$ cat config.mk
export PLATFORM = sky130hd
export DESIGN_NAME = ptg_gear
export DESIGN_NICKNAME = d
export VERILOG_FILES = /design/src/ptg_pkg.sv /design/src/ptg_gear.sv
export SDC_FILE = /design/constraint.sdc
export NUM_CORES = 1
export LEC_CHECK = 0
export BUFFER_PORTS_ARGS = -buffer_cell sky130_fd_sc_hd__buf_2
export CAP_MARGIN = 40
export CORE_MARGIN = 10
export CORE_UTILIZATION = 60
export CTS_BUF_LIST = sky130_fd_sc_hd__clkbuf_4 sky130_fd_sc_hd__clkbuf_8 sky130_fd_sc_hd__clkbuf_16
export CTS_CLUSTER_DIAMETER = 60
export DETAILED_ROUTE_END_ITERATION = 8
export PLACE_DENSITY_LB_ADDON = 0.25
export SLEW_MARGIN = 20
export SYNTH_ARGS = -nofsm -noshare
export SYNTH_HDL_FRONTEND = slang
export SYNTH_SLANG_ARGS = --single-unit
$ cat constraint.sdc
create_clock -name i_clock -period 8 [get_ports i_clock]
set_input_delay 0.4 -clock i_clock [delete_from_list [all_inputs] [get_ports i_clock]]
set_output_delay 0.4 -clock i_clock [all_outputs]
set_load 0.005 [all_outputs]
$ cat src/ptg_pkg.sv
// constants, commands and state types for probe triggered gearing
package ptg_pkg;

    // ------------------------------------------------------------
    // variant and sizes
    // ------------------------------------------------------------
    localparam bit          LARGE       = 1'b1;
    localparam int          PROBE_CNT   = LARGE ? 4 : 2;
    localparam int          INP_CNT     = LARGE ? 32 : 22;
    localparam int          RATIO_W     = 16;
    localparam int          RATIO_FRAC  = 7;
    localparam int          PROBE_BASE  = 16;
    localparam int          EMERGENCY_STOP_INPUT_IDX   = 20;
    localparam logic [31:0] POL_RST     = 32'h0000_0000;
    localparam logic [31:0] INP_MASK    = LARGE ? 32'hffff_ffff : 32'h003f_ffff;

    // ------------------------------------------------------------
    // shared host memory map and codes
    // ------------------------------------------------------------
    localparam logic [12:0] CAUSE_ADDR  = 13'h0009;
    localparam logic [12:0] STATUS_ADDR = LARGE ? 13'h1ffe : 13'h07fe;
    localparam int          TICK_BIT    = 6;
    localparam logic [7:0]  TICK_FLAG   = 8'h40;
    localparam logic [7:0]  CAUSE_TICK  = 8'h05;
    localparam logic [7:0]  CAUSE_PROBE = 8'h03;

    // ------------------------------------------------------------
    // timing
    // ------------------------------------------------------------
    localparam int          CLK_MHZ     = 100;
    localparam int          TICK_MS     = 5;
    localparam int          TICK_CYC    = TICK_MS * 1000 * CLK_MHZ;
    localparam int          TICK_W      = 20;

    // ------------------------------------------------------------
    // types
    // ------------------------------------------------------------
    typedef enum logic [2:0] {
        C_NOP = 3'h0, C_GEAR_PROBE = 3'h1, C_GEAR_OFF = 3'h2,
        C_INP_STATE = 3'h3, C_TICK_EN = 3'h4, C_PROBE_IE = 3'h5
    } ptg_cmd_e_t;

    typedef struct packed {
        ptg_cmd_e_t           code;
        logic [2:0]           master;
        logic [2:0]           slave;
        logic [2:0]           sel;
        logic [RATIO_W-1:0]   ratio;
        logic [4:0]           index;
        logic                 value;
    } ptg_cmd_t;

    typedef enum logic [5:0] {
        S_IDLE = 6'h01, S_ARMED = 6'h02, S_TRIG = 6'h04,
        S_ENG = 6'h08, S_HALT_M = 6'h10, S_HALT_S = 6'h20
    } ptg_state_t;

    typedef struct packed {
        ptg_state_t         st;
        logic               engaged;
        logic               armed;
        logic [2:0]         master;
        logic [2:0]         slave;
        logic [1:0]         sel;
        logic [RATIO_W-1:0] ratio;
        logic [31:0]        pol;
        logic [31:0]        din_q1;
        logic [31:0]        din_q2;
        logic [31:0]        act;
        logic               tick_en;
        logic               probe_ie;
        logic [TICK_W-1:0]  tick_cnt;
        logic               pend_tick;
        logic               pend_probe;
        logic [1:0]         wph;
        logic               cur_tick;
        logic               mem_we;
        logic [12:0]        mem_addr;
        logic [7:0]         mem_data;
        logic               irq;
        logic               cmd_err;
        logic               master_halt;
        logic               slave_halt;
        logic [23:0]        slave_delta;
    } ptg_regs_t;

endpackage : ptg_pkg

$ cat src/ptg_gear.sv
// probe triggered gearing, input polarity and periodic host interrupt
`timescale 1ns/1ps
`default_nettype none

module ptg_gear
    import ptg_pkg::*;
#(
    parameter int TICK_CYCLES = TICK_CYC
) (
    input  wire logic               i_clock,
    input  wire logic               i_rst,
    input  wire logic               i_cmd_valid,
    input  wire ptg_cmd_t           i_cmd,
    input  wire logic [31:0]        i_din,
    input  wire logic               i_servo_tick,
    input  wire logic signed [15:0] i_master_delta,
    input  wire logic               i_master_stopped,
    output logic                    o_cmd_err,
    output logic                    o_engaged,
    output logic                    o_armed,
    output logic                    o_master_halt,
    output logic                    o_slave_halt,
    output logic [2:0]              o_master_axis,
    output logic [2:0]              o_slave_axis,
    output logic [23:0]             o_slave_delta,
    output logic [31:0]             o_active,
    output logic                    o_mem_we,
    output logic [12:0]             o_mem_addr,
    output logic [7:0]              o_mem_data,
    output logic                    o_host_irq
);

    // ------------------------------------------------------------
    // helpers
    // ------------------------------------------------------------
    function automatic logic [31:0] level_active(input logic [31:0] lvl, input logic [31:0] pol);
        level_active = ~(lvl ^ pol) & INP_MASK;
    endfunction : level_active

    ptg_regs_t s;
    ptg_regs_t n;

    logic [31:0]        act_now;
    logic [31:0]        rise;
    logic [PROBE_CNT-1:0] probe_rise;
    logic               sel_ok;
    logic               tick_fire;
    logic               take_tick;
    logic               take_probe;
    logic signed [31:0] product;

    assign act_now    = level_active(s.din_q2, s.pol);
    assign rise       = act_now & ~s.act;
    assign probe_rise = rise[PROBE_BASE +: PROBE_CNT];
    assign sel_ok     = (i_cmd.sel != 3'h0) && (i_cmd.sel <= 3'(PROBE_CNT));
    assign tick_fire  = s.tick_en && (s.tick_cnt == TICK_W'(TICK_CYCLES - 1));
    assign take_tick  = (s.wph == 2'h0) && s.pend_tick;
    assign take_probe = (s.wph == 2'h0) && !s.pend_tick && s.pend_probe;
    assign product    = i_master_delta * $signed(s.ratio);

    // ------------------------------------------------------------
    // next state
    // ------------------------------------------------------------
    always_comb begin
        n          = s;
        n.din_q1   = i_din;
        n.din_q2   = s.din_q1;
        n.act      = act_now;
        n.cmd_err  = 1'b0;
        n.mem_we   = 1'b0;
        n.irq      = 1'b0;

        // commands from the host
        if (i_cmd_valid) begin
            case (i_cmd.code)
                C_NOP: ;
                C_GEAR_PROBE: begin
                    n.probe_ie = 1'b0;
                    if (sel_ok) begin
                        n.st     = S_ARMED;
                        n.master = i_cmd.master;
                        n.slave  = i_cmd.slave;
                        n.sel    = 2'(i_cmd.sel - 3'h1);
                        n.ratio  = i_cmd.ratio;
                    end else begin
                        n.cmd_err = 1'b1;
                    end
                end
                C_GEAR_OFF: begin
                    n.st          = S_IDLE;
                    n.master_halt = 1'b0;
                    n.slave_halt  = 1'b0;
                end
                C_INP_STATE: begin
                    if (32'(i_cmd.index) < INP_CNT) begin
                        n.pol[i_cmd.index] = i_cmd.value;
                    end else begin
                        n.cmd_err = 1'b1;
                    end
                end
                C_TICK_EN:  n.tick_en  = i_cmd.value;
                C_PROBE_IE: n.probe_ie = i_cmd.value;
                default:    n.cmd_err  = 1'b1;
            endcase
        end

        // gearing sequence
        if (!(i_cmd_valid && (i_cmd.code == C_GEAR_PROBE || i_cmd.code == C_GEAR_OFF))) begin
            case (s.st)
                S_IDLE: ;
                S_ARMED: begin
                    if (probe_rise[s.sel]) begin
                        n.st = S_TRIG;
                    end
                end
                S_TRIG: begin
                    if (i_servo_tick) begin
                        n.st = S_ENG;
                    end
                end
                S_ENG: begin
                    if (act_now[EMERGENCY_STOP_INPUT_IDX]) begin
                        n.st          = S_HALT_M;
                        n.master_halt = 1'b1;
                    end
                end
                S_HALT_M: begin
                    if (i_master_stopped) begin
                        n.st         = S_HALT_S;
                        n.slave_halt = 1'b1;
                    end
                end
                S_HALT_S: ;
                default: n.st = S_IDLE;
            endcase
        end

        // registered status decodes of the next state
        n.engaged = (n.st == S_ENG) || (n.st == S_HALT_M) || (n.st == S_HALT_S);
        n.armed   = (n.st == S_ARMED) || (n.st == S_TRIG);

        // slave motion command
        if (s.st != S_ENG) begin
            n.slave_delta = 24'h00_0000;
        end else if (i_servo_tick) begin
            n.slave_delta = product[RATIO_FRAC +: 24];
        end

        // periodic timer
        if (!s.tick_en || tick_fire) begin
            n.tick_cnt = '0;
        end else begin
            n.tick_cnt = s.tick_cnt + TICK_W'(1);
        end

        // pending host events, a new event wins over its own service
        n.pend_tick  = (s.pend_tick && !take_tick) || tick_fire;
        n.pend_probe = (s.pend_probe && !take_probe)
                     || (s.probe_ie && (s.st == S_IDLE) && (|probe_rise));

        // shared memory writer and host interrupt
        case (s.wph)
            2'h0: begin
                if (take_tick || take_probe) begin
                    n.wph      = 2'h1;
                    n.cur_tick = take_tick;
                    n.mem_we   = 1'b1;
                    n.mem_addr = CAUSE_ADDR;
                    n.mem_data = take_tick ? CAUSE_TICK : CAUSE_PROBE;
                end
            end
            2'h1: begin
                if (s.cur_tick) begin
                    n.wph      = 2'h2;
                    n.mem_we   = 1'b1;
                    n.mem_addr = STATUS_ADDR;
                    n.mem_data = TICK_FLAG;
                end else begin
                    n.wph = 2'h0;
                    n.irq = 1'b1;
                end
            end
            2'h2: begin
                n.wph = 2'h0;
                n.irq = 1'b1;
            end
            default: n.wph = 2'h0;
        endcase
    end

    // ------------------------------------------------------------
    // state register
    // ------------------------------------------------------------
    always_ff @(posedge i_clock) begin
        if (i_rst) begin
            s      <= '0;
            s.st   <= S_IDLE;
            s.pol  <= POL_RST;
            // sync flops start at the inactive level, so no false rise follows reset
            s.din_q1 <= ~POL_RST;
            s.din_q2 <= ~POL_RST;
        end else begin
            s <= n;
        end
    end

    assign o_cmd_err     = s.cmd_err;
    assign o_engaged     = s.engaged;
    assign o_armed       = s.armed;
    assign o_master_halt = s.master_halt;
    assign o_slave_halt  = s.slave_halt;
    assign o_master_axis = s.master;
    assign o_slave_axis  = s.slave;
    assign o_slave_delta = s.slave_delta;
    assign o_active      = s.act;
    assign o_mem_we      = s.mem_we;
    assign o_mem_addr    = s.mem_addr;
    assign o_mem_data    = s.mem_data;
    assign o_host_irq    = s.irq;
endmodule : ptg_gear

`default_nettype wire

### Word level (Yosys, flattened, before mapping)

Cells that the tools add are included.
W data, S select, Z words.

| word-level totals | value |
|---|---|
| word-level logic and storage cells | 132 |
| bits in latches | 0 |
| flip-flop bits (word level) | 237 |
| bits in writable memories | 0 |
| memory bits (read-only) | 0 |
| input port bits | 87 |
| memories kept | 0 |
| output and inout port bits | 90 |

| operators by class | value |
|---|---|
| add/subtract/negate cells | 2 |
| divide/modulo/power cells | 0 |
| magnitude comparators | 4 |
| reduce and logical (&&, ||, !) cells | 40 |
| bitwise gates (word level) | 5 |
| $mul | 1 |
| mux-type cells | 32 |
| eq/ne operators | 22 |
| shift operators | 0 |

Operators with widths:

| cell | count |
|---|---|
| $pmux W22 S2 | 1 |
| $mux W6 | 7 |
| $bwmux W32 | 1 |
| $not A32 Y32 | 1 |
| $xor A32 B32 Y32 | 1 |
| $mul A16 B16 Y31 | 1 |
| $pmux W6 S5 | 1 |
| $mux W25 | 1 |
| $mux W22 | 1 |
| $add A20 B1 Y20 const B | 1 |
| $and A20 B20 Y20 | 1 |
| $eq A20 B19 Y1 const B | 1 |
| $not A20 Y20 | 1 |
| $eq A6 B2 Y1 const B | 2 |
| $eq A6 B3 Y1 const B | 2 |
| $eq A6 B4 Y1 const B | 2 |
| $eq A6 B5 Y1 const B | 2 |
| $eq A6 B6 Y1 const B | 2 |
| $pmux W6 S2 | 1 |
| $logic_and A1 B1 Y1 | 11 |
| $logic_or A1 B1 Y1 | 8 |
| $mux W1 | 8 |
| $mux W2 | 4 |
| $reduce_and A2 Y1 | 4 |
| 29 further kinds | 41 |

### Depth between registers and ports, before layout

| depth | value |
|---|---|
| depth in word-level cells | 11 |
| mapped depth | 25 |
| gate-level depth less buffers | 24 |

### Worst setup path before layout

OpenSTA, ideal clock, no wires.

| timing | value |
|---|---|
| path kind | in2reg |
| start point | input port i_master_delta[15] |
| end point | register s, in the netlist o_slave_delta[22] |
| slack | 1.978 ns |
| stages on the path | 21 |
| buffers on the path | 1 |
| library setup time | 0.071 ns |
| arrival time | 5.951 ns |
| data required time | 7.929 ns |
| cells stage by stage | clkbuf_1 > nand2_1 > fa_1 > inv_1 > fa_1 > fa_1 > fa_1 > fa_1 > inv_1 > fa_1 > inv_1 > ha_1 > nand2_1 > o21ai_0 > a21o_1 > nor3_1 > a211o_2 > a211oi_2 > nor3_1 > nand3b_1 > a21oi_1 |

| on the way | value |
|---|---|
| longest elaborated chain between the ends | 1 |

Ends and longest elaborated chain:

| what | line | RTL |
|---|---|---|
| start: declaration | ptg_gear.sv:16 | `input wire logic signed [15:0] i_master_delta,` |
| $mul A16 B16 Y31 | ptg_gear.sv:59 | `assign product = i_master_delta * $signed(s.ratio);` |
| end signal: assignment | ptg_gear.sv:203 | `s <= n;` |
| end: declaration | ptg_gear.sv:40 | `ptg_regs_t s;` |

No other way between the ends.
A chain may end at the register's enable or synchronous reset.

### Worst setup path in the final report

| timing | value |
|---|---|
| start point | register s[209] (netlist name) |
| end point | register s, in the netlist o_slave_delta[22] |

| on the way | value |
|---|---|
| longest elaborated chain between the ends | 1 |

Ends and longest elaborated chain:

| what | line |
|---|---|
| $mul A16 B16 Y31 | ptg_gear.sv:59 |

No other way between the ends.

==> results.cfg <==
[hold_path]
hold_path_class = input port to flip-flop
worstHoldStart = i_din[22]
min_path_cells = 2
worstHoldEndpoint = n[131]

[logic_synthesis]
yosysSeqAreaShare = 0.2435
syn_inst = 2034
synth_flop_cell = dfxtp_1
synth_seq_cells = 221
synth_edf_count = 0
synth_cell_type_count = 64
ys_warn_count = 0
syn_area_um2 = 18170
async_flop_share = 0
avgSynthCellArea_um2 = 8.932

[sta]
worst-slew-pin-transition_ps = 908.1
finalHoldViolCount = 0
setup_viol = 0
whs_ps = 75.37
fin_crit_sh = 0.8199
fmax_mhz = 152.5
rsz0062_at_grt = false
period_needed_ps = 6559
slew_viol_final = 0
slew_headroom = 0.3938
setup_tns_ps = 0
finClkSkew_ps = 13.88

[clock_tree]
post_cts_resized = 0
path_clk_slew_ps = 60
post_cts_hold_buffer_count = 0
postCtsSetupRepairBufs = 0
htree_levels = 1
cts_tree = built
clockBufferDepth = 3
insertion_delay_ps = 500
clock_sinks = 221
clockRootBuffer = clkbuf_16
numCtsBuffers = 23

[die]
die_w_um = 194.0
coreArea_um2 = 29800
die-area_um2 = 37640
start_util = 0.6098
dieHeight_um = 194.0
ios = 177
rows = 63

[pwr]
vdd_ir_drop_max_v = 0.0001731
power_density_nw_per_um2 = 127.2
p_leak_uw = 0.009118
total_power_uw = 2478

[route]
highest_layer = met5
vias = 13000
vias_per_cell = 5.238
firstDrtPassIters = 6
drtIter0Drc = 734
routed_wirelength_um = 41620
wl_met1_um = 17420
postRouteAntennaNets = 0
drc = 0
wl_met3_um = 3662
wl_met2_um = 19660
wl_per_cell_um = 16.78

[final_layout]
n_antenna_cell = 0
fillers = 2382
drive_gt1_frac = 0.1487
nets = 2500
seq_area_um2 = 4424
area_growth_pct = 7.244
stdcell_count = 2481
multi_input_area_um2 = 11600
utilization = 0.6539

[worst_setup_path]
worstReg2RegEnd = o_slave_delta[22]
r2r_start = s[209]
crit_arrival_ps = 7000
worst_r2r_path_depth = 20
critical_path_class = flip-flop to flip-flop
start_kind = flip-flop
required_ps = 8440
crit_fanout = 17
cp-end-kind = flip-flop
rrSetupSlack_ps = 1440

[global_route]
grt_pass1_wl_um = 70240
grt_pass1_vias = 13720
gr-total-overflow = 0
grtUsageTotal = 0.2236
grt_max_degree = 70
antenna_found_initial = 1

[placed_design]
dpl.cell_count = 2438
portBuffers = 172
place_congestion = 0.9042
hpwl_um = 32770

[status]
status = complete, no violations

[job]
max_cap_viol_count = 0
==> worst max path at each step <==
| stage | startpoint | to | slack, ps |
|---|---|---|---|
| global placement | i_master_delta[15] | o_slave_delta[22] | 1570 |
| floorplan | i_master_delta[15] | o_slave_delta[22] | 1980 |
| detailed placement | s[209] | o_slave_delta[22] | 1450 |
| global route | s[209] | o_slave_delta[22] | 970 |
| CTS | s[209] | o_slave_delta[22] | 1400 |
| finish | s[209] | o_slave_delta[22] | 1440 |
==> routing by layer <==
metal | vias to the layer above | GRT usage
met5 | - | 0
met4 | 2 | 0.05168
met3 | 65 | 0.06103
met2 | 444 | 0.3664
met1 | 6288 | 0.2886
li1 | 6197 | -
==> flip-flops by register name (all words and copies together) (netlist names) <==
register and flops:
n 32, o_active 32, o_armed 1, o_cmd_err 1, o_engaged 1, o_host_irq 1
o_master_axis 3, o_master_halt 1, o_mem_addr 3, o_mem_data 2, o_mem_we 1, o_slave_axis 3
o_slave_delta 24, o_slave_halt 1, s 115
==> worst max-delay path, stage by stage (launching register included) <==
cell and delay [ps]:
dfxtp_1 670, nand2_1 250, fa_1 610, inv_1 70, fa_1 890, fa_1 510
fa_1 470, fa_1 550, inv_1 60, fa_1 540, inv_1 40, ha_1 380
nand2_1 100, o21ai_0 200, a21o_1 130, nor3_1 50, a211o_2 390, a211oi_2 230
nor3_1 70, nand3b_1 160, a21oi_1 120
==> cells by family (layout without fill, tap and decap cells) <==
family | count (synthesis) | after routing | synth area share
adder cells (fa/ha/maj) | 337 | 337 | 0.3374
other | 1 | 4 | 0.0002064
multiplexers | 20 | 20 | 0.01171
flip-flops | 221 | 221 | 0.2435
XOR/XNOR | 84 | 84 | 0.04049
AND/OR/NAND/NOR | 675 | 675 | 0.1795
AO/OA/AOI/OAI | 206 | 206 | 0.06852
buffers and inverters | 490 | 544 | 0.1187
==> cells in the mapped netlist (3+ instances only) <==
library cell | number | share of area
or3b_2 | 3 | 0.0014
a31oi_1 | 6 | 0.0021
and3_1 | 7 | 0.0024
a32oi_1 | 3 | 0.0014
a21o_1 | 8 | 0.0033
buf_4 | 83 | 0.034
nor3b_1 | 5 | 0.0021
xnor2_1 | 30 | 0.014
a211oi_1 | 5 | 0.0021
o21a_1 | 5 | 0.0021
o211ai_1 | 3 | 0.0012
o21bai_1 | 4 | 0.0017
nand3_1 | 24 | 0.0066
and2_1 | 117 | 0.040
or2_2 | 68 | 0.023
o21ai_0 | 49 | 0.013
dfxtp_1 | 221 | 0.24
nand3b_1 | 8 | 0.0033
xor2_1 | 54 | 0.026
nor4_1 | 5 | 0.0017
o31ai_1 | 3 | 0.0012
or3_1 | 5 | 0.0017
and2_2 | 5 | 0.0021
nand2_1 | 230 | 0.048
clkbuf_1 | 82 | 0.017
o22ai_1 | 3 | 0.0010
nor3_1 | 16 | 0.0044
inv_1 | 320 | 0.066
nor2_1 | 151 | 0.031
buf_1 | 3 | 0.00062
a21oi_1 | 94 | 0.026
mux2i_1 | 19 | 0.010
nor2b_1 | 9 | 0.0031
ha_1 | 82 | 0.056
nand2b_1 | 15 | 0.0052
fa_1 | 255 | 0.28
==> layout make-up <==
type | instances | area share
multi-input cells | 1326 | 0.5953
flip-flops and latches | 221 | 0.2271
inverters | 320 | 0.06165
repair buffers | 184 | 0.05195
clock buffers | 30 | 0.03320
well taps | 390 | 0.02504
clock inverters | 10 | 0.005779
==> layout by cell type (no fill, tap or decap), types with 16 or more instances in the layout <==
cell type    n
inv_1      320
fa_1       255
nand2_1    230
dfxtp_1    221
buf_2      171
nor2_1     151
and2_1     117
a21oi_1     94
ha_1        82
or2_2       68
xor2_1      54
o21ai_0     49
xnor2_1     30
nand3_1     24
clkbuf_16   23
mux2i_1     19
nor3_1      16
==> report_power, final <==
part / switching (µW) / internal [µW]
Combinational: 173 / 115
Sequential: 13.3 / 1120
Clock: 442 / 611
Total: 629 / 1850
==> metrics by stage <==
step,setup slack (ps),area (µm²)
2_1_floorplan,1978,18180
3_3_place_gp,1565,18620
3_5_place_dp,1447,18680
4_1_cts,1400,19430
5_1_grt,969.9,19480
6_report,1441,19480
No activity file was read; power rests on OpenSTA's default activity.
